File: config.mk
export PLATFORM = sky130hd
export DESIGN_NAME = fpcd_host
export DESIGN_NICKNAME = d
export VERILOG_FILES = /design/src/hdl/fpcd_pkg.sv /design/src/hdl/fpcd_cycle_if.sv /design/src/hdl/fpcd_bus_cycle.sv /design/src/hdl/fpcd_host.sv
export SDC_FILE = /design/constraint.sdc
export NUM_CORES = 1
export LEC_CHECK = 0
export BUFFER_PORTS_ARGS = -buffer_cell sky130_fd_sc_hd__buf_4
export CORE_UTILIZATION = 35
export DETAILED_ROUTE_END_ITERATION = 16
export GPL_ROUTABILITY_DRIVEN = 0
export PLACE_DENSITY_LB_ADDON = 0.2
export SLEW_MARGIN = 20
export SYNTH_ARGS = -nofsm -noshare
export SYNTH_HDL_FRONTEND = slang
export SYNTH_SLANG_ARGS = --single-unit
File: constraint.sdc
create_clock -name clk -period 3.3 [get_ports clk]
set_input_delay 0.165 -clock clk [delete_from_list [all_inputs] [get_ports clk]]
set_output_delay 0.165 -clock clk [all_outputs]
set_load 0.02 [all_outputs]
File: src/hdl/fpcd_pkg.sv
// Constants, register map and command encodings of the protection controller
package fpcd_pkg;

    localparam int ADDR_W = 24;
    localparam int DATA_W = 16;

    // APB register offsets
    localparam logic [7:0] CMD_OFS    = 8'h00;
    localparam logic [7:0] ADDR_OFS   = 8'h04;
    localparam logic [7:0] WDATA_OFS  = 8'h08;
    localparam logic [7:0] PWDLO_OFS  = 8'h0C;
    localparam logic [7:0] PWDHI_OFS  = 8'h10;
    localparam logic [7:0] STATUS_OFS = 8'h14;
    localparam logic [7:0] RDATA_OFS  = 8'h18;
    localparam logic [7:0] CFG_OFS    = 8'h1C;

    // Field positions and reset values
    localparam int STAT_BUSY    = 0;
    localparam int STAT_REFUSED = 1;
    localparam int STAT_SET_LSB = 4;
    localparam int CFG_X16      = 0;
    localparam logic [31:0] PWD_RST = 32'hFFFFFFFF;

    // Flash bus command bytes
    localparam logic [7:0] UNL1_DATA   = 8'hAA;
    localparam logic [7:0] UNL2_DATA   = 8'h55;
    localparam logic [7:0] CODE_LOCKREG = 8'h40;
    localparam logic [7:0] CODE_PWD     = 8'h60;
    localparam logic [7:0] CODE_NV      = 8'hC0;
    localparam logic [7:0] CODE_LOCKBIT = 8'h50;
    localparam logic [7:0] CODE_VOL     = 8'hE0;
    localparam logic [7:0] CODE_EXTBLK  = 8'h88;
    localparam logic [7:0] CODE_EXIT    = 8'h90;
    localparam logic [7:0] CODE_ZERO    = 8'h00;
    localparam logic [7:0] CODE_ONE     = 8'h01;
    localparam logic [7:0] CODE_PROG    = 8'hA0;
    localparam logic [7:0] CODE_ERASE   = 8'h80;
    localparam logic [7:0] CODE_CONFIRM = 8'h30;
    localparam logic [7:0] CODE_UNLK1   = 8'h25;
    localparam logic [7:0] CODE_UNLK2   = 8'h03;
    localparam logic [7:0] CODE_UNLK3   = 8'h29;

    // Unlock addresses per bus width
    localparam logic [ADDR_W-1:0] UNL1_X8  = 24'h000AAA;
    localparam logic [ADDR_W-1:0] UNL2_X8  = 24'h000555;
    localparam logic [ADDR_W-1:0] UNL1_X16 = 24'h000555;
    localparam logic [ADDR_W-1:0] UNL2_X16 = 24'h0002AA;

    // Password portions per width
    localparam logic [3:0] PWD_PARTS_X8  = 4'h8;
    localparam logic [3:0] PWD_PARTS_X16 = 4'h4;

    // Timing
    localparam int CLK_NS        = 10;
    localparam int UNLOCK_GAP_NS = 1000;
    localparam int UNLOCK_GAP_CYC = (UNLOCK_GAP_NS + CLK_NS - 1) / CLK_NS;
    localparam int SETUP_CYC = 2;
    localparam int PULSE_CYC = 8;
    localparam int RECOV_CYC = 2;

    typedef enum logic [3:0] {
        OP_ENTER_LOCKREG = 4'h0,
        OP_ENTER_PWD     = 4'h1,
        OP_ENTER_NV      = 4'h2,
        OP_ENTER_LOCKBIT = 4'h3,
        OP_ENTER_VOL     = 4'h4,
        OP_ENTER_EXTBLK  = 4'h5,
        OP_EXIT_PROT     = 4'h6,
        OP_EXIT_EXTBLK   = 4'h7,
        OP_PROG_LOCKREG  = 4'h8,
        OP_PROG_PWD      = 4'h9,
        OP_READ          = 4'hA,
        OP_PROG_BIT      = 4'hB,
        OP_CLR_VOLBIT    = 4'hC,
        OP_CLR_ALL_NV    = 4'hD,
        OP_PROG_LOCKBIT  = 4'hE,
        OP_UNLOCK_PWD    = 4'hF
    } fpcd_op_type;

    typedef enum logic [1:0] {
        SQ_IDLE = 2'b00,
        SQ_WAIT = 2'b01,
        SQ_RUN  = 2'b10
    } fpcd_seq_type;

    typedef enum logic [1:0] {
        EN_IDLE  = 2'b00,
        EN_SETUP = 2'b01,
        EN_PULSE = 2'b10,
        EN_RECOV = 2'b11
    } fpcd_eng_type;

endpackage

File: src/hdl/fpcd_cycle_if.sv
// Request and answer of one flash bus cycle between sequencer and engine
`timescale 1ns/100ps
interface fpcd_cycle_if;
    logic                           req;
    logic                           isRead;
    logic [fpcd_pkg::ADDR_W-1:0]    addr;
    logic [fpcd_pkg::DATA_W-1:0]    wdata;
    logic                           done;
    logic [fpcd_pkg::DATA_W-1:0]    rdata;

    modport master (output req, output isRead, output addr, output wdata,
                    input done, input rdata);
    modport engine (input req, input isRead, input addr, input wdata,
                    output done, output rdata);
endinterface

File: src/hdl/fpcd_bus_cycle.sv
// Engine that runs one chip-enable framed read or write cycle on the pins
`timescale 1ns/100ps
module fpcd_bus_cycle #(
    parameter int SETUP_CYC = fpcd_pkg::SETUP_CYC,
    parameter int PULSE_CYC = fpcd_pkg::PULSE_CYC,
    parameter int RECOV_CYC = fpcd_pkg::RECOV_CYC
) (
    input  wire logic                          clk,
    input  wire logic                          rst_n,
    fpcd_cycle_if.engine                       cyc,
    output logic [fpcd_pkg::ADDR_W-1:0]        flashAddr,
    output logic                               flashCeN,
    output logic                               flashOeN,
    output logic                               flashWeN,
    output logic [fpcd_pkg::DATA_W-1:0]        flashDqOut,
    output logic                               flashDqOe,
    input  wire logic [fpcd_pkg::DATA_W-1:0]   flashDqIn
);

    localparam logic [3:0] SETUP_LD = 4'(SETUP_CYC - 1);
    localparam logic [3:0] PULSE_LD = 4'(PULSE_CYC - 1);
    localparam logic [3:0] RECOV_LD = 4'(RECOV_CYC - 1);

    fpcd_pkg::fpcd_eng_type        state;
    logic [3:0]                    cnt;
    logic                          isRd;
    logic [fpcd_pkg::DATA_W-1:0]   dqMeta;
    logic [fpcd_pkg::DATA_W-1:0]   dqSync;

    assign cyc.done = (state == fpcd_pkg::EN_RECOV) && (cnt == 4'h0);

    ////////////////////////////////////////////////////////////////////////
    // Data pins come from the flash, outside this clock
    always_ff @(posedge clk or negedge rst_n) begin
        if (!rst_n) begin
            dqMeta <= '0;
            dqSync <= '0;
        end else begin
            dqMeta <= flashDqIn;
            dqSync <= dqMeta;
        end
    end

    ////////////////////////////////////////////////////////////////////////
    always_ff @(posedge clk or negedge rst_n) begin
        if (!rst_n) begin
            state <= fpcd_pkg::EN_IDLE;
            cnt   <= 4'h0;
            isRd  <= 1'b0;
        end else begin
            case (state)
                fpcd_pkg::EN_IDLE: begin
                    if (cyc.req) begin
                        isRd  <= cyc.isRead;
                        cnt   <= SETUP_LD;
                        state <= fpcd_pkg::EN_SETUP;
                    end
                end
                fpcd_pkg::EN_SETUP: begin
                    cnt <= cnt - 4'h1;
                    if (cnt == 4'h0) begin
                        cnt   <= PULSE_LD;
                        state <= fpcd_pkg::EN_PULSE;
                    end
                end
                fpcd_pkg::EN_PULSE: begin
                    cnt <= cnt - 4'h1;
                    if (cnt == 4'h0) begin
                        cnt   <= RECOV_LD;
                        state <= fpcd_pkg::EN_RECOV;
                    end
                end
                fpcd_pkg::EN_RECOV: begin
                    cnt <= cnt - 4'h1;
                    if (cnt == 4'h0) begin
                        state <= fpcd_pkg::EN_IDLE;
                    end
                end
                default: begin
                    state <= fpcd_pkg::EN_IDLE;
                end
            endcase
        end
    end

    ////////////////////////////////////////////////////////////////////////
    // Address and write data stay put for the whole frame
    always_ff @(posedge clk or negedge rst_n) begin
        if (!rst_n) begin
            flashAddr  <= '0;
            flashCeN   <= 1'b1;
            flashOeN   <= 1'b1;
            flashWeN   <= 1'b1;
            flashDqOut <= '0;
            flashDqOe  <= 1'b0;
        end else begin
            if (state == fpcd_pkg::EN_IDLE && cyc.req) begin
                flashAddr  <= cyc.addr;
                flashDqOut <= cyc.wdata;
                flashCeN   <= 1'b0;
                flashDqOe  <= !cyc.isRead;
            end
            if (state == fpcd_pkg::EN_SETUP && cnt == 4'h0) begin
                flashWeN <= isRd;
                flashOeN <= !isRd;
            end
            if (state == fpcd_pkg::EN_PULSE && cnt == 4'h0) begin
                flashWeN <= 1'b1;
                flashOeN <= 1'b1;
            end
            if (cyc.done) begin
                flashCeN  <= 1'b1;
                flashDqOe <= 1'b0;
            end
        end
    end

    ////////////////////////////////////////////////////////////////////////
    // Pulse must outlast the two synchroniser stages plus access time
    always_ff @(posedge clk or negedge rst_n) begin
        if (!rst_n) begin
            cyc.rdata <= '0;
        end else if (state == fpcd_pkg::EN_PULSE && cnt == 4'h0 && isRd) begin
            cyc.rdata <= dqSync;
        end
    end

endmodule

File: src/hdl/fpcd_host.sv
// Host controller issuing flash block protection command sequences
//
// Contract
// Enter sets with three-cycle unlock prefix; code sends a two-cycle AA/55 prefix, then the set code
// Device blocks block 0 inside set
// Leave set with X/90 then X/00
// Upper data, high address ignored in commands
// Register reads are plain read cycles
// Read commands use bus read cycles
// Lock register: X/A0 then X/value
// Password: X/A0 then address/portion
// Password portions in any order
// Password read one byte per cycle
// Block bit: 00 sets, 01 clears
// Lock bit: X/A0 then X/00
// Unlock password: 11 cycles x8, 7 x16
// At least 1us between unlock commands
// Protected 00, unprotected 01
// Clear-all fails while lock bit is 0
// Clear-all 80/30; exit extended with prefix
`timescale 1ns/100ps
module fpcd_host (
    input  wire logic                          clk,
    input  wire logic                          rst_n,
    input  wire logic                          psel,
    input  wire logic                          penable,
    input  wire logic                          pwrite,
    input  wire logic [7:0]                    paddr,
    input  wire logic [31:0]                   pwdata,
    output logic [31:0]                        prdata,
    output logic                               pready,
    output logic                               pslverr,
    output logic [fpcd_pkg::ADDR_W-1:0]        flashAddr,
    output logic                               flashCeN,
    output logic                               flashOeN,
    output logic                               flashWeN,
    output logic [fpcd_pkg::DATA_W-1:0]        flashDqOut,
    output logic                               flashDqOe,
    input  wire logic [fpcd_pkg::DATA_W-1:0]   flashDqIn
);

    fpcd_cycle_if cyc ();

    fpcd_pkg::fpcd_op_type         op;
    fpcd_pkg::fpcd_seq_type        state;
    logic [3:0]                    step;
    logic [fpcd_pkg::ADDR_W-1:0]   cmdAddr;
    logic [fpcd_pkg::DATA_W-1:0]   cmdData;
    logic [63:0]                   password;
    logic [fpcd_pkg::DATA_W-1:0]   readData;
    logic                          x16;
    logic                          refused;
    logic [2:0]                    activeSet;
    logic [6:0]                    gapCnt;
    logic                          wrEn;
    logic                          cmdWrite;
    logic                          mapped;
    logic                          isUnlock;
    logic                          stRead;
    logic                          stLast;
    logic [fpcd_pkg::ADDR_W-1:0]   stAddr;
    logic [fpcd_pkg::DATA_W-1:0]   stData;
    logic [fpcd_pkg::ADDR_W-1:0]   unl1;
    logic [fpcd_pkg::ADDR_W-1:0]   unl2;
    logic [7:0]                    setCode;
    logic [3:0]                    pwdParts;
    logic [2:0]                    pwdIdx;

    localparam logic [6:0] GAP_LD = 7'(fpcd_pkg::UNLOCK_GAP_CYC);

    ////////////////////////////////////////////////////////////////////////
    // APB slave, zero wait states
    assign pready   = 1'b1;
    assign wrEn     = psel && penable && pwrite;
    assign cmdWrite = wrEn && paddr == fpcd_pkg::CMD_OFS;
    assign isUnlock = op == fpcd_pkg::OP_UNLOCK_PWD;

    always_comb begin
        mapped = 1'b1;
        prdata = 32'h00000000;
        case (paddr)
            fpcd_pkg::CMD_OFS:    prdata = {28'h0000000, op};
            fpcd_pkg::ADDR_OFS:   prdata = 32'(cmdAddr);
            fpcd_pkg::WDATA_OFS:  prdata = 32'(cmdData);
            fpcd_pkg::PWDLO_OFS:  prdata = password[31:0];
            fpcd_pkg::PWDHI_OFS:  prdata = password[63:32];
            fpcd_pkg::STATUS_OFS: begin
                prdata[fpcd_pkg::STAT_BUSY]    = state != fpcd_pkg::SQ_IDLE;
                prdata[fpcd_pkg::STAT_REFUSED] = refused;
                prdata[fpcd_pkg::STAT_SET_LSB +: 3] = activeSet;
            end
            fpcd_pkg::RDATA_OFS:  prdata = 32'(readData);
            fpcd_pkg::CFG_OFS:    prdata[fpcd_pkg::CFG_X16] = x16;
            default:              mapped = 1'b0;
        endcase
    end

    assign pslverr = psel && penable && !mapped;

    always_ff @(posedge clk or negedge rst_n) begin
        if (!rst_n) begin
            cmdAddr  <= '0;
            cmdData  <= '0;
            password <= {fpcd_pkg::PWD_RST, fpcd_pkg::PWD_RST};
            x16      <= 1'b0;
        end else if (wrEn) begin
            case (paddr)
                fpcd_pkg::ADDR_OFS:  cmdAddr <= pwdata[fpcd_pkg::ADDR_W-1:0];
                fpcd_pkg::WDATA_OFS: cmdData <= pwdata[fpcd_pkg::DATA_W-1:0];
                fpcd_pkg::PWDLO_OFS: password[31:0] <= pwdata;
                fpcd_pkg::PWDHI_OFS: password[63:32] <= pwdata;
                fpcd_pkg::CFG_OFS:   x16 <= pwdata[fpcd_pkg::CFG_X16];
                default: begin
                end
            endcase
        end
    end

    ////////////////////////////////////////////////////////////////////////
    // Refused flag: a new refusal in the clearing cycle still sticks
    always_ff @(posedge clk or negedge rst_n) begin
        if (!rst_n) begin
            refused <= 1'b0;
        end else if (cmdWrite && state != fpcd_pkg::SQ_IDLE) begin
            refused <= 1'b1;
        end else if (wrEn && paddr == fpcd_pkg::STATUS_OFS
                     && pwdata[fpcd_pkg::STAT_REFUSED]) begin
            refused <= 1'b0;
        end
    end

    ////////////////////////////////////////////////////////////////////////
    // Sequencer; a command write while busy is dropped
    always_ff @(posedge clk or negedge rst_n) begin
        if (!rst_n) begin
            state <= fpcd_pkg::SQ_IDLE;
            op    <= fpcd_pkg::OP_EXIT_PROT;
            step  <= 4'h0;
        end else begin
            case (state)
                fpcd_pkg::SQ_IDLE: begin
                    if (cmdWrite) begin
                        op    <= fpcd_pkg::fpcd_op_type'(pwdata[3:0]);
                        step  <= 4'h0;
                        state <= fpcd_pkg::SQ_WAIT;
                    end
                end
                fpcd_pkg::SQ_WAIT: begin
                    // Spacing enforced here so the flash never drops one
                    if (!isUnlock || gapCnt == 7'h00) begin
                        state <= fpcd_pkg::SQ_RUN;
                    end
                end
                fpcd_pkg::SQ_RUN: begin
                    if (cyc.done) begin
                        step <= step + 4'h1;
                        if (stLast) begin
                            state <= fpcd_pkg::SQ_IDLE;
                        end
                    end
                end
                default: begin
                    state <= fpcd_pkg::SQ_IDLE;
                end
            endcase
        end
    end

    ////////////////////////////////////////////////////////////////////////
    // Gap timer restarts when an unlock sequence finishes
    always_ff @(posedge clk or negedge rst_n) begin
        if (!rst_n) begin
            gapCnt <= 7'h00;
        end else if (state == fpcd_pkg::SQ_RUN && cyc.done && stLast
                     && isUnlock) begin
            gapCnt <= GAP_LD;
        end else if (gapCnt != 7'h00) begin
            gapCnt <= gapCnt - 7'h01;
        end
    end

    ////////////////////////////////////////////////////////////////////////
    // Track which set the flash sits in; 0 means read mode
    always_ff @(posedge clk or negedge rst_n) begin
        if (!rst_n) begin
            activeSet <= 3'h0;
        end else if (state == fpcd_pkg::SQ_RUN && cyc.done && stLast) begin
            if (op <= fpcd_pkg::OP_ENTER_EXTBLK) begin
                activeSet <= 3'(op) + 3'h1;
            end else if (op == fpcd_pkg::OP_EXIT_PROT
                         || op == fpcd_pkg::OP_EXIT_EXTBLK) begin
                activeSet <= 3'h0;
            end
        end
    end

    always_ff @(posedge clk or negedge rst_n) begin
        if (!rst_n) begin
            readData <= '0;
        end else if (state == fpcd_pkg::SQ_RUN && cyc.done && stRead) begin
            readData <= cyc.rdata;
        end
    end

    ////////////////////////////////////////////////////////////////////////
    // Cycle table for the current operation and step
    always_comb begin
        unl1 = x16 ? fpcd_pkg::UNL1_X16 : fpcd_pkg::UNL1_X8;
        unl2 = x16 ? fpcd_pkg::UNL2_X16 : fpcd_pkg::UNL2_X8;
        pwdParts = x16 ? fpcd_pkg::PWD_PARTS_X16 : fpcd_pkg::PWD_PARTS_X8;
        pwdIdx = 3'(step - 4'h2);
        case (op)
            fpcd_pkg::OP_ENTER_LOCKREG: setCode = fpcd_pkg::CODE_LOCKREG;
            fpcd_pkg::OP_ENTER_PWD:     setCode = fpcd_pkg::CODE_PWD;
            fpcd_pkg::OP_ENTER_NV:      setCode = fpcd_pkg::CODE_NV;
            fpcd_pkg::OP_ENTER_LOCKBIT: setCode = fpcd_pkg::CODE_LOCKBIT;
            fpcd_pkg::OP_ENTER_VOL:     setCode = fpcd_pkg::CODE_VOL;
            fpcd_pkg::OP_ENTER_EXTBLK:  setCode = fpcd_pkg::CODE_EXTBLK;
            default:                    setCode = fpcd_pkg::CODE_EXIT;
        endcase
        stRead = 1'b0;
        stLast = step == 4'h1;
        // Command cycles drive zero on upper data and unused address
        stAddr = '0;
        stData = '0;
        case (op)
            fpcd_pkg::OP_ENTER_LOCKREG, fpcd_pkg::OP_ENTER_PWD,
            fpcd_pkg::OP_ENTER_NV, fpcd_pkg::OP_ENTER_LOCKBIT,
            fpcd_pkg::OP_ENTER_VOL, fpcd_pkg::OP_ENTER_EXTBLK,
            fpcd_pkg::OP_EXIT_EXTBLK: begin
                stLast = step == ((op == fpcd_pkg::OP_EXIT_EXTBLK)
                                  ? 4'h3 : 4'h2);
                case (step)
                    4'h0: begin
                        stAddr = unl1;
                        stData = 16'(fpcd_pkg::UNL1_DATA);
                    end
                    4'h1: begin
                        stAddr = unl2;
                        stData = 16'(fpcd_pkg::UNL2_DATA);
                    end
                    4'h2: begin
                        stAddr = unl1;
                        stData = 16'(setCode);
                    end
                    default: stData = 16'(fpcd_pkg::CODE_ZERO);
                endcase
            end
            fpcd_pkg::OP_EXIT_PROT:
                stData = 16'((step == 4'h0) ? fpcd_pkg::CODE_EXIT
                                            : fpcd_pkg::CODE_ZERO);
            fpcd_pkg::OP_READ: begin
                // Register, password and bit status reads alike
                stRead = 1'b1;
                stLast = 1'b1;
                stAddr = cmdAddr;
            end
            fpcd_pkg::OP_CLR_ALL_NV: begin
                // Flash refuses this while the lock bit is 0
                stData = 16'((step == 4'h0) ? fpcd_pkg::CODE_ERASE
                                            : fpcd_pkg::CODE_CONFIRM);
            end
            fpcd_pkg::OP_UNLOCK_PWD: begin
                stLast = step == pwdParts + 4'h2;
                if (step == 4'h0) begin
                    stData = 16'(fpcd_pkg::CODE_UNLK1);
                end else if (step == 4'h1) begin
                    stData = 16'(fpcd_pkg::CODE_UNLK2);
                end else if (stLast) begin
                    stData = 16'(fpcd_pkg::CODE_UNLK3);
                end else begin
                    stAddr = fpcd_pkg::ADDR_W'(pwdIdx);
                    stData = x16 ? password[{pwdIdx[1:0], 4'h0} +: 16]
                                 : 16'(password[{pwdIdx, 3'h0} +: 8]);
                end
            end
            default: begin
                // Two-cycle program forms: X/A0 then second cycle
                if (step == 4'h0) begin
                    stData = 16'(fpcd_pkg::CODE_PROG);
                end else begin
                    case (op)
                        fpcd_pkg::OP_PROG_LOCKREG:
                            stData = cmdData;
                        fpcd_pkg::OP_PROG_PWD: begin
                            stAddr = cmdAddr;
                            stData = cmdData;
                        end
                        fpcd_pkg::OP_PROG_BIT: begin
                            stAddr = cmdAddr;
                            stData = 16'(fpcd_pkg::CODE_ZERO);
                        end
                        fpcd_pkg::OP_CLR_VOLBIT: begin
                            stAddr = cmdAddr;
                            stData = 16'(fpcd_pkg::CODE_ONE);
                        end
                        default:
                            stData = 16'(fpcd_pkg::CODE_ZERO);
                    endcase
                end
            end
        endcase
    end

    assign cyc.req    = state == fpcd_pkg::SQ_RUN;
    assign cyc.isRead = stRead;
    assign cyc.addr   = stAddr;
    assign cyc.wdata  = stData;

    ////////////////////////////////////////////////////////////////////////
    fpcd_bus_cycle u_cycle (
        .clk        (clk),
        .rst_n      (rst_n),
        .cyc        (cyc.engine),
        .flashAddr  (flashAddr),
        .flashCeN   (flashCeN),
        .flashOeN   (flashOeN),
        .flashWeN   (flashWeN),
        .flashDqOut (flashDqOut),
        .flashDqOe  (flashDqOe),
        .flashDqIn  (flashDqIn)
    );

endmodule

# After elaboration in Yosys (flattened, before gate mapping)
# Index checks and enable logic that the tools add are counted.
# word_totals
mem_count,0
register_bits,241
word_cells,186
output_inout_bits,78
in_bits,61
mem_bits_ro,0
ram_bits,0
latch_bits,0
# classes
n_eq_ne,38
bitwise,0
n_addsub,6
n_reduce_logical,54
n_lt_le_gt_ge,1
shifts,2
mux,61
div_mod_pow,0
multipliers,0
# op_table
op,count
$pmux W25 S5,1
$pmux W24 S4,1
$mux W16,5
$pmux W16 S5,1
$shiftx A64 B7 Y16,1
$shiftx A64 B7 Y8,1
$mux W24,2
$pmux W8 S6,1
$eq A8 B5 Y1 const B,4
$pmux W16 S2,1
$eq A4 B4 Y1 const B,7
$mux W4,6
$pmux W12 S2,1
$pmux W8 S3,1
$pmux W3 S6,1
$eq A4 B3 Y1 const B,4
$eq A8 B4 Y1 const B,2
$logic_and A1 B1 Y1,16
$mux W2,8
$mux W8,2
$pmux W4 S4,1
$reduce_and A2 Y1,8
$mux W3,5
$mux W7,2
other kinds (40),80

# Logic depth before layout (Yosys ltp)
# Gate-level depths: netlist of the first run.
# depth
word_depth,7
depth_mapped,12

# Modules after synthesis
# From an unflattened synthesis of the first run, not the netlist that was laid out.
# unflattened
cells_unflattened,961
area_unflattened_um2,12264.3
# by_module_without_submodules
mod,area_per_inst_um2,seq_area_each_um2,cells_each,n_inst
fpcd_host,8682.1,3636.0,746,1
fpcd_bus_cycle,3582.2,2481.1,215,1

# Worst setup path after synthesis of the first run
# Ideal clock, no wire load.
# synth_path
path_type,reg-to-reg
startpoint,register step[1]
endpoint,register u_cycle.flashDqOut[4] in the netlist's numbering
stages_incl_launch_ff,13
slack_ns,0.531
t_required_ns,3.196
synth_period_minus_slack_ns,2.769
arrival_time_ns,2.666
n_path_buf,5
cell_sequence,dfrtp_1 > buf_2 > buf_4 > buf_2 > inv_1 > ha_1 > or3b_1 > buf_6 > nand2_2 > or3_1 > clkbuf_2 > or3_1 > a221oi_1
# synth_between
elab_chain_cells,7
# synth_rtl
element,line_no,rtl
"start, declared",fpcd_host.sv:46,logic [3:0] step;
"start signal, assigned",fpcd_host.sv:156,step <= step + 4'h1;
$sub A3 B2 Y3,fpcd_host.sv:211,pwdIdx = 3'(step - 4'h2);
$shiftx A64 B7 Y8 or $shiftx A64 B7 Y16 (tied branches),"fpcd_host.sv:274, fpcd_host.sv:273",
$mux W16,fpcd_host.sv:273,"stData = x16 ? password[{pwdIdx[1:0], 4'h0} +: 16]"
$mux W16,fpcd_host.sv:269,end else if (stLast) begin
$mux W16,fpcd_host.sv:267,end else if (step == 4'h1) begin
$mux W16,fpcd_host.sv:265,if (step == 4'h0) begin
$pmux W16 S5 (*),fpcd_host.sv:226,case (op)
"end signal, assigned",fpcd_bus_cycle.sv:99,flashDqOut <= cyc.wdata;
"end, declared",fpcd_bus_cycle.sv:15,"output logic [fpcd_pkg::DATA_W-1:0] flashDqOut,"
# Mark *: on every way between the ends. The rest lies on a longest branch, timed or not.
# A chain may end at the register's enable or synchronous reset.

# Final worst setup path of the first run
# layout_path
startpoint,input paddr[0]
endpoint,output prdata[18]
# layout_between
elab_chain_cells,2
# layout_rtl
element,line_no,rtl
"start, declared",fpcd_host.sv:28,"input wire logic [7:0] paddr,"
"$eq A8 B5 Y1, or another cell as far along",fpcd_host.sv:81,case (paddr)
$pmux W25 S5 (*),fpcd_host.sv:81,
"end, declared",fpcd_host.sv:30,"output logic [31:0] prdata,"
# Marks and branches as above.

==> results of run 1 <==
[area by class of cell]
| cell class | count | area [µm²] | share of cell area [%] |
|---|---|---|---|
| Clock inverter | 14 | 247.7 | 1.637 |
| Timing Repair Buffer | 216 | 1792 | 11.84 |
| Clock buffer | 38 | 808.3 | 5.341 |
| Inverter | 30 | 112.6 | 0.7441 |
| Multi-Input combinational cell | 643 | 5494 | 36.30 |
| Sequential cell | 241 | 6118 | 40.43 |
| Tap cell | 448 | 560.5 | 3.704 |
[where the power goes]
group	switching (mW)	total (mW)	internal, mW
logic	0.621	1.11	0.490
registers	0.115	3.23	3.11
clock network	1.26	3.45	2.19
[worst max-delay path: cells and delay by family]
family                 cells  cell delay, ns
buffers and inverters      5            1.16
AO/OA/AOI/OAI              1            0.15
AND/OR/NAND/NOR            3            1.19
[kinds of logic (layout without fill, tap and decap cells)]
family / count (synthesis) / count (layout) / share of synthesized area, %
flip-flops: 241 / 241 / 50.67
AND/OR/NAND/NOR: 210 / 210 / 9.142
AO/OA/AOI/OAI: 204 / 204 / 12.33
multiplexers: 204 / 204 / 21.74
buffers and inverters: 99 / 298 / 3.814
adder cells (fa/ha/maj): 17 / 17 / 1.762
XOR/XNOR: 7 / 7 / 0.5079
other: 1 / 1 / 0.03106
[registers in the layout, summed over array words and instances, names as in the netlist, 2 cells and up]
| signal | cells |
|---|---|
| activeSet | 3 |
| u_cycle.cyc.rdata | 16 |
| u_cycle.state | 2 |
| u_cycle.flashAddr | 24 |
| u_cycle.dqMeta | 16 |
| u_cycle.dqSync | 16 |
| cmdAddr | 24 |
| step | 4 |
| cmdData | 16 |
| state | 2 |
| readData | 16 |
| u_cycle.cnt | 4 |
| gapCnt | 7 |
| op | 4 |
| u_cycle.flashDqOut | 16 |
| password | 64 |
[final timing paths]
path | endpoint | slack, ns | depth (start not counted)
worst max-delay path | prdata[18] | 0.46 | 9
worst min-delay path | refused | 0.03 | 4
worst max register to register | u_cycle.flashAddr[11] | 0.47 | 6
worst min register to register | u_cycle.dqSync[1] | 0.35 | 0
max in group asynchronous | password[44] | 2.14 | 3
min in group asynchronous | u_cycle.flashDqOut[10] | 0.18 | 2
[what timing repair did]
| action | in CTS | in global routing |
|---|---|---|
| buffers inserted | 0 | 0 |
| endpoints found under the hold margin | 196 | 0 |
| setup endpoints to repair | 0 | 0 |
| hold buffers | 50 | 0 |
[cell usage in the layout, fill, tap and decap left out, drive strengths merged, types with 5 or more instances in the layout]
| cell type | n |
|---|---|
| nor4 | 5 |
| and2 | 9 |
| a22o | 28 |
| nor2 | 48 |
| a221o | 8 |
| ha | 17 |
| nand3 | 10 |
| or3 | 7 |
| inv | 30 |
| nor3b | 5 |
| a211oi | 10 |
| o21ai | 38 |
| o211ai | 7 |
| nand2 | 59 |
| clkbuf | 38 |
| dfrtp | 172 |
| and3 | 11 |
| a21o | 5 |
| clkinv | 7 |
| xnor2 | 5 |
| nand3b | 6 |
| a31oi | 6 |
| mux2i | 18 |
| dfstp | 69 |
| mux2 | 155 |
| bufinv | 6 |
| mux4 | 31 |
| nor2b | 8 |
| nand2b | 10 |
| nor3 | 15 |
| dlygate4sd3 | 50 |
| a22oi | 20 |
| buf | 166 |
| a21oi | 32 |
| a222oi | 10 |
[layer usage]
metal / track usage (%) / routed length (µm)
met1: 27.35 / 15440
met2: 32.76 / 16940
met3: 2.733 / 1772
met4: 5.128 / 900
met5: 0.1374 / 0
==> impl_results.md, run 1 <==
* Core footprint at 33700 µm²
* Die W at about 190 µm
* RSZ-0062 raised after global routing: false
* Yosys top cell area share at 35.66%
* Crit path top cell by count: buf_4
* Port buffer count at 137
* Total CTS buffers at 28
* Clock tree buffer depth at 3
* Skew final at 0.01856 ns
* Fraction of registers with async set/reset at 100.0%
* Worst Hold Class: in2reg
* Post_cts resized at 0
* Ys Warns at 0
* Sink Count at 241
* R2R Path Start: op[1]
* Sequential fraction of the synthesis area at between 50% and 60%
* Area Overhead vs Synth at 25.36%
* Final Hold Fails at 0
* DRC errors left at 0
* Final setup viols at 0
* Post-Syn Instances at 983
* Initial Util at 35.82%
* Fin nets at about 1200
* Routed Antenna Nets at 0
* Largest net degree at the start of global routing at 74
* #FFs+latches synth at between 200 and 250
* Clock-pin slew on the worst setup and hold paths at about 0.06 ns
* Filler Cell Count at 3161
* Total grt overflow at 0
* Vias in the first global route at 8920
* Post-synth EDFFs at 0
* WS Path Type: in2out
* Main synth FF type: dfrtp_1
* Critical Path RT at 3.13 ns
* Final Util at approximately 45%
* Fmax at approximately 350 MHz
* Syn_nets at 1061
* Die ar. at 35240 µm²
* Status: complete, no violations
* Dominant cell type by area after synthesis: dfrtp_1
* Clk root buf: clkbuf_16
* Final worst path period share at 86.09%
* Post-layout min period at 2.841 ns
* P_leak at 6.874 nW
* Crit-path max cell delay at 0.63 ns
* Clk_lat worst skew at between 0.5 and 0.6 ns
* Non-filler cells, final at approximately 1600
* Avg Cell Area, Syn at 12.28 µm²
* Number of top-level pins at about 140
* Max-cap viol count at 0
* Tot Pwr at 7.788 mW
* Slowest CP cell: and3_1
* Initial antenna violation count at 0
* Placed Cells incl. Taps at between 1500 and 2000
* Final worst setup slack at 0.4591 ns
* Top cells by area, synth: dfrtp_1, dfstp_2, mux2_2
* Hold path start: paddr[1]
* CP Capture Type: output port
* DR WL/cell at between 20 and 25 µm
* CP Cell Sequence: dlygate4sd3_1, buf_4, nor2_1, and3_1, and2_1, buf_4, a222oi_1, inv_1, buf_4
* Post-route cell area at 15130 µm²
* CTS tree: yes
* Crit-path max FO at 16
* Via Count at 8782
* Layout cell share with drive strength beyond 1 at around two fifths
* Final HPWL DP at 25320 µm
* Max Slew Vio Count at 0
* CP startpoint: paddr[0]
* Antenna Cells at 0
* Hold slack at 0.03293 ns
* Max-slew headroom at 18.94%
* Post-Place Setup Slack at 0.5524 ns
* First-pass GRT wire length at 54180 µm
* Power per Cell Area at 514.6 nW/µm²
* Measured slew at the worst slew-check pin at 1.199 ns
* DRT Wirelength at 35060 µm
* Peak VDD IR at 391.7 µV
* DP Area at 13580 µm²
* Yosys cell types at 79
* Setup Total Neg Slack at 0 ns
* Synth top cells by count: dfrtp_1, mux2_2, dfstp_2, nand2_1, nor2_1
* Worst Path Arrival at between 2 and 3 ns
* Die H at ~190 µm
* Syn Std Cell Area at 12070 µm²
* DR vias/cell at 5.388
* Crit path launch type: input port
* DR iter-0 viols at 731
* DR pass1 iterations at 5
* Count leader, synth: dfrtp_1
* GRT Util Overall at 19.84%
* Core Rows at 67
* H-tree depth at 1
(Power assumes the default switching activity.)
==> run 2: changes to the inputs <==
- CORE_UTILIZATION: 35 -> 59
- CTS_CLUSTER_DIAMETER: not set -> 120
==> run 2 against run 1 <==
Via count increased by 3.0%. Setup slack improved by 0.085 ns. Clock power decreased by 19%. Hold slack improved by 0.052 ns. Largest power group is now sequential cells. Combinational power about the same.
==> impl_results.md, run 2 (synthesized netlist as in run 1, its figures left out) <==
* Number of top-level pins at 139
* Clock-pin slew on the worst setup and hold paths at 0.06 ns
* R2R Path Start: op[1]
* DR WL/cell at approximately 22 µm
* Peak VDD IR at roughly 460 µV
* Filler Cell Count at 1355
* Slowest CP cell: and3_1
* Hold depth at 5
* WP buf/inv at 1
* Routed Antenna Nets at 0
* First-pass GRT wire length at 51370 µm
* Largest net degree at the start of global routing at 107
* Flop2flop setup slack at between 0.5 and 0.6 ns
* Cell depth of the worst setup path at 7
* Clk_lat worst skew at 0.53 ns
* Reg2reg end: u_cycle.flashAddr[5]
* Area Overhead vs Synth at 21.53%
* CTS tree: yes
* DRC errors left at 0
* Core Rows at 51
* Crit-path max FO at 20
* Number of cells on the worst reg-to-reg path at 7
* Crit-path max cell delay at 0.89 ns
* Worst Hold Class: in2reg
* Critical Path RT at 3.76 ns
* GRT Util Overall at a little under a third
* Die ar. at ~21000 µm²
* Worst Path Arrival at around 3.2 ns
* Total grt overflow at 0
* Cell family with most CP delay: simple AND/OR/NAND/NOR gates
* Final setup viols at 0
* DR pass1 iterations at 5
* DP Area at between 10000 and 15000 µm²
* Measured slew at the worst slew-check pin at 1.066 ns
* CP startpoint: op[1]
* Hold slack at ~0.085 ns
* Skew final at 0.007990 ns
* Port buffer count at 137
* Clk root buf: clkbuf_16
* Fmax at 362.9 MHz
* Via Count at around 9000
* Crit path to: u_cycle.flashAddr[5]
* Post-Place Setup Slack at around 0.63 ns
* Fin nets at 1234
* Biggest register: password
* CP Capture Type: register
* Total CTS buffers at 25
* Initial Util at 61.02%
* Die W at 145.0 µm
* Post-layout min period at 2.756 ns
* Largest regs: password (64), cmdAddr (24), u_cycle.flashAddr (24)
* Final worst path period share at a little over four fifths
* Core footprint at slightly below 20000 µm²
* RSZ-0062 raised after global routing: false
* Number of flip-flops in the largest register at 64
* Max-cap viol count at 0
* Clock tree buffer depth at 3
* Final worst setup slack at 0.5442 ns
* Sink Count at around 240
* DR vias/cell at 6.275
* DRT Wirelength at 32340 µm
* DR iter-0 viols at 860
* Initial antenna violation count at 1
* Commonest non-fill, non-tap cells in the layout: dfrtp_1, buf_4, mux2_2, dfstp_2, nand2_1
* WS Path Type: reg2reg
* Final Hold Fails at 0
* Vias in the first global route at 9174
* Max-slew headroom at 28.93%
* Setup Total Neg Slack at 0 ns
* P_leak at 6.754 nW
* Post-route cell area at 14670 µm²
* Most common cell after layout, fill and taps aside: dfrtp_1
* Die H at 145.0 µm
* Crit path launch type: register
* Post-CTS Setup Bufs at 0
* H-tree depth at 1
* Placed Cells incl. Taps at 1343
* Non-filler cells, final at 1441
* Final HPWL DP at between 20000 and 25000 µm
* Layout cell share with drive strength beyond 1 at between 40% and 50%
* Status: complete, no violations
* Max Slew Vio Count at 0
* CP Cell Sequence: inv_1, ha_1, nor3b_1, nand2_1, o22ai_1, and3_1, a221o_1
* Power per Cell Area at between 400 and 500 nW/µm²
[run 2: changes by cell type in the layout (fill, tap and decap cells not counted), sizes merged, moves of 2 or more]
cell and change:
buf -2, bufinv -5, clkbuf -2, clkinv -2
clkinvlp +2
[run 2: routing by layer]
metal / routed length (µm) / vias up / global-route usage [%]
met5: 0 / - / 0
met4: 1049 / 0 / 10.27
met3: 2492 / 74 / 5.377
met2: 15850 / 419 / 51.35
met1: 12940 / 4558 / 42.19
li1: - / 3991 / -
[run 2: worst min-delay path by stage]
stage | from | end | slack [ns]
floorplan | rst_n | activeSet[0] | -0.13
global placement | flashDqIn[9] | u_cycle.dqMeta[9] | 0.27
detailed placement | rst_n | gapCnt[5] | 0.28
CTS | paddr[6] | refused | 0.06
global route | paddr[6] | refused | 0.12
finish | paddr[6] | refused | 0.08
[run 2: power by group]
part	internal [mW]	switching (mW)
registers	3.11	0.118
logic	0.491	0.609
clock network	1.62	1.18
[run 2: cell type report]
class | count | area, µm² | area share, %
Antenna cell | 1 | 2.502 | 0.01706
Clock buffer | 36 | 726.9 | 4.955
Clock inverter | 10 | 97.59 | 0.6652
Inverter | 30 | 112.6 | 0.7676
Multi-Input combinational cell | 643 | 5494 | 37.45
Sequential cell | 241 | 6118 | 41.71
Tap cell | 265 | 331.6 | 2.260
Timing Repair Buffer | 215 | 1787 | 12.18
[run 2: what timing repair did]
| item | in CTS | in global routing |
|---|---|---|
| endpoints found under the hold margin | 190 | 0 |
| hold buffers | 51 | 0 |
| gates resized for setup | 0 | 0 |
| endpoints found under the setup margin | 0 | 0 |
[run 2: per-stage QoR]
| stage | utilization (%) | total power [mW] |
|---|---|---|
| final | 74.16 | 7.127 |
| after global routing | 74.16 | 7.420 |
| after CTS | 74.15 | 7.169 |
| after detailed placement | 67.40 | 4.321 |
| after global placement | 67.40 | 4.293 |
| after floorplan | - | 3.926 |
[run 2: worst register-to-register path, cell delays in order, from the launching register on]
cell     delay (ns)
dfstp_2        0.56
inv_1          0.07
ha_1           0.29
nor3b_1        0.36
nand2_1        0.09
o22ai_1        0.12
and3_1         0.89
a221o_1        0.30
==> run 3: changes to the inputs <==
- clock period: 3.3 -> 2.7 ns (I/O delays scaled with it)
==> run 3 against run 2 <==
Clock power rose by 22%. Register-to-register slack got worse by 0.43 ns. Critical path type unchanged. Clock-buffer cell count rose by 6. Via count rose by 4.5%. Highest routed layer unchanged. Sequential cell count did not move. Combinational power rose by 26%. Total power rose by 23%. Largest cell class unchanged. Non-clock buffer count rose by 17. Final cell count rose by 1.2%. Maximum frequency rose by 6.6%.
==> impl_results.md, run 3 (synthesized netlist as in run 1, its figures left out) <==
* Worst Path Arrival at 3.08 ns
* Core Rows at a little over 50
* Register area at 6118 µm²
* Total CTS buffers at 26
* Initial antenna violation count at 0
* Via Count at between 9000 and 10000
* DR WL/cell at 23.48 µm
* Final HPWL DP at 23090 µm
* WS Path Type: reg2reg
* RSZ-0062 raised after global routing: false
* DRC errors left at 0
* Port buffer count at around 140
* Final setup viols at 0
* Final Util at 74.89%
* P_leak at just under 7 nW
* Most common cell after layout, fill and taps aside: buf_4
* Clock tree buffer depth at 3
* Largest regs: password (64), cmdAddr (24), u_cycle.flashAddr (24)
* Skew final at around 0.021 ns
* Post-Place Setup Slack at 0.06001 ns
* CTS tree: yes
* Post-route cell area at 14810 µm²
* Number of flip-flops in the largest register at 64
* Die H at 145.0 µm
* Die W at around 150 µm
* DRT Wirelength at approximately 34000 µm
* Max Slew Vio Count at 0
* Clock-pin slew on the worst setup and hold paths at 0.06 ns
* Placed Cells incl. Taps at 1356
* Largest net degree at the start of global routing at 101
* Post-layout min period at 2.585 ns
* GRT Util Overall at 32.94%
* Crit path launch type: register
* Fin nets at 1252
* Core footprint at between 15000 and 20000 µm²
* Commonest non-fill, non-tap cells in the layout: buf_4, dfrtp_1, mux2_2, dfstp_2, nand2_1
* Total grt overflow at 0
* Routed Antenna Nets at 0
* First-pass GRT wire length at 53940 µm
* Fmax at 386.9 MHz
* H-tree depth at 1
* DR iter-0 viols at 931
* Hold slack at 0.04858 ns
* Crit-path max FO at 13
* Status: complete, no violations
* Initial Util at 61.02%
* Vias in the first global route at approximately 9600
* Die ar. at 21040 µm²
* Area occupied by multi-input gates at 5495 µm²
* DR pass1 iterations at 5
* Number of top-level pins at roughly 140
* Non-filler cells, final at 1459
* Measured slew at the worst slew-check pin at between 0.9 and 1 ns
* Tot Pwr at between 8 and 9 mW
* Max-cap viol count at 0
* Final Hold Fails at 0
* Sink Count at 241
* DP Area at 13440 µm²
* Power per Cell Area at 590.8 nW/µm²
* Worst Hold Class: in2reg
* Critical Path RT at ~3.2 ns
* Clk root buf: clkbuf_16
* Layout cell share with drive strength beyond 1 at 41.37%
* Antenna Cells at 0
* Max-slew headroom at around 35%
* Area Overhead vs Synth at 22.72%
* CP Capture Type: register
* DR vias/cell at between 6 and 7
* Final worst path period share at 95.73%
* Final worst setup slack at 0.1152 ns
* Biggest register: password
* Setup Total Neg Slack at 0 ns
* Filler Cell Count at 1302
* Peak VDD IR at around 530 µV
* Clk_lat worst skew at about 0.56 ns
## run 3: cell count changes in the layout (fill, tap and decap cells not counted), moves of 2 or more
| cell | before | now |
|---|---|---|
| dlygate4sd3_1 | 51 | 53 |
| buf_4 | 160 | 174 |
| clkinv_2 | 5 | 3 |
| clkinvlp_4 | 3 | 1 |
| clkbuf_1 | 5 | 11 |
## run 3: layer usage
layer | up-vias | share of wire [%] | track usage [%]
li1 | 4036 | - | -
met1 | 4747 | 39 | 43.56
met2 | 551 | 49 | 53.87
met3 | 117 | 8.1 | 5.314
met4 | 0 | 4.3 | 14.36
met5 | - | 0 | 0
## run 3: path summary, 6_finish.rpt
check                                   from                     to  slack [ns]  cells past startpoint
max                                    op[1]  u_cycle.flashAddr[11]        0.12                      6
min                                 paddr[3]                refused        0.05                      4
max reg2reg                            op[1]  u_cycle.flashAddr[11]        0.12                      6
min reg2reg                u_cycle.dqMeta[9]      u_cycle.dqSync[9]        0.35                      0
max in group asynchronous              rst_n           password[11]        1.64                      3
min in group asynchronous              rst_n              gapCnt[0]        0.22                      2
## run 3: critical path, cell delays in order, from the launching register on
cell,delay (ns)
dfstp_2,0.55
ha_1,0.44
nor3_1,0.18
a21boi_2,0.24
nor4b_1,0.78
buf_4,0.24
a221o_1,0.10
## run 3: what timing repair did
| item | CTS | global route |
|---|---|---|
| hold buffers | 53 | 0 |
| setup endpoints to repair | 0 | 12 |
| hold endpoints to repair | 184 | 0 |
| buffers inserted | 0 | 2 |
| resized for setup | 0 | 1 |
## run 3: where the power goes
| group | total [mW] | internal (mW) | switching [mW] |
|---|---|---|---|
| registers | 3.93 | 3.80 | 0.126 |
| clock network | 3.43 | 1.94 | 1.49 |
| logic | 1.39 | 0.624 | 0.767 |
## run 3: cell type report
cell class	count	area share (%)
flip-flops and latches	241	41.30
multi-input cells	643	37.09
repair buffers	232	13.04
clock buffers	42	5.135
well taps	265	2.238
inverters	30	0.7601
clock inverters	6	0.4307
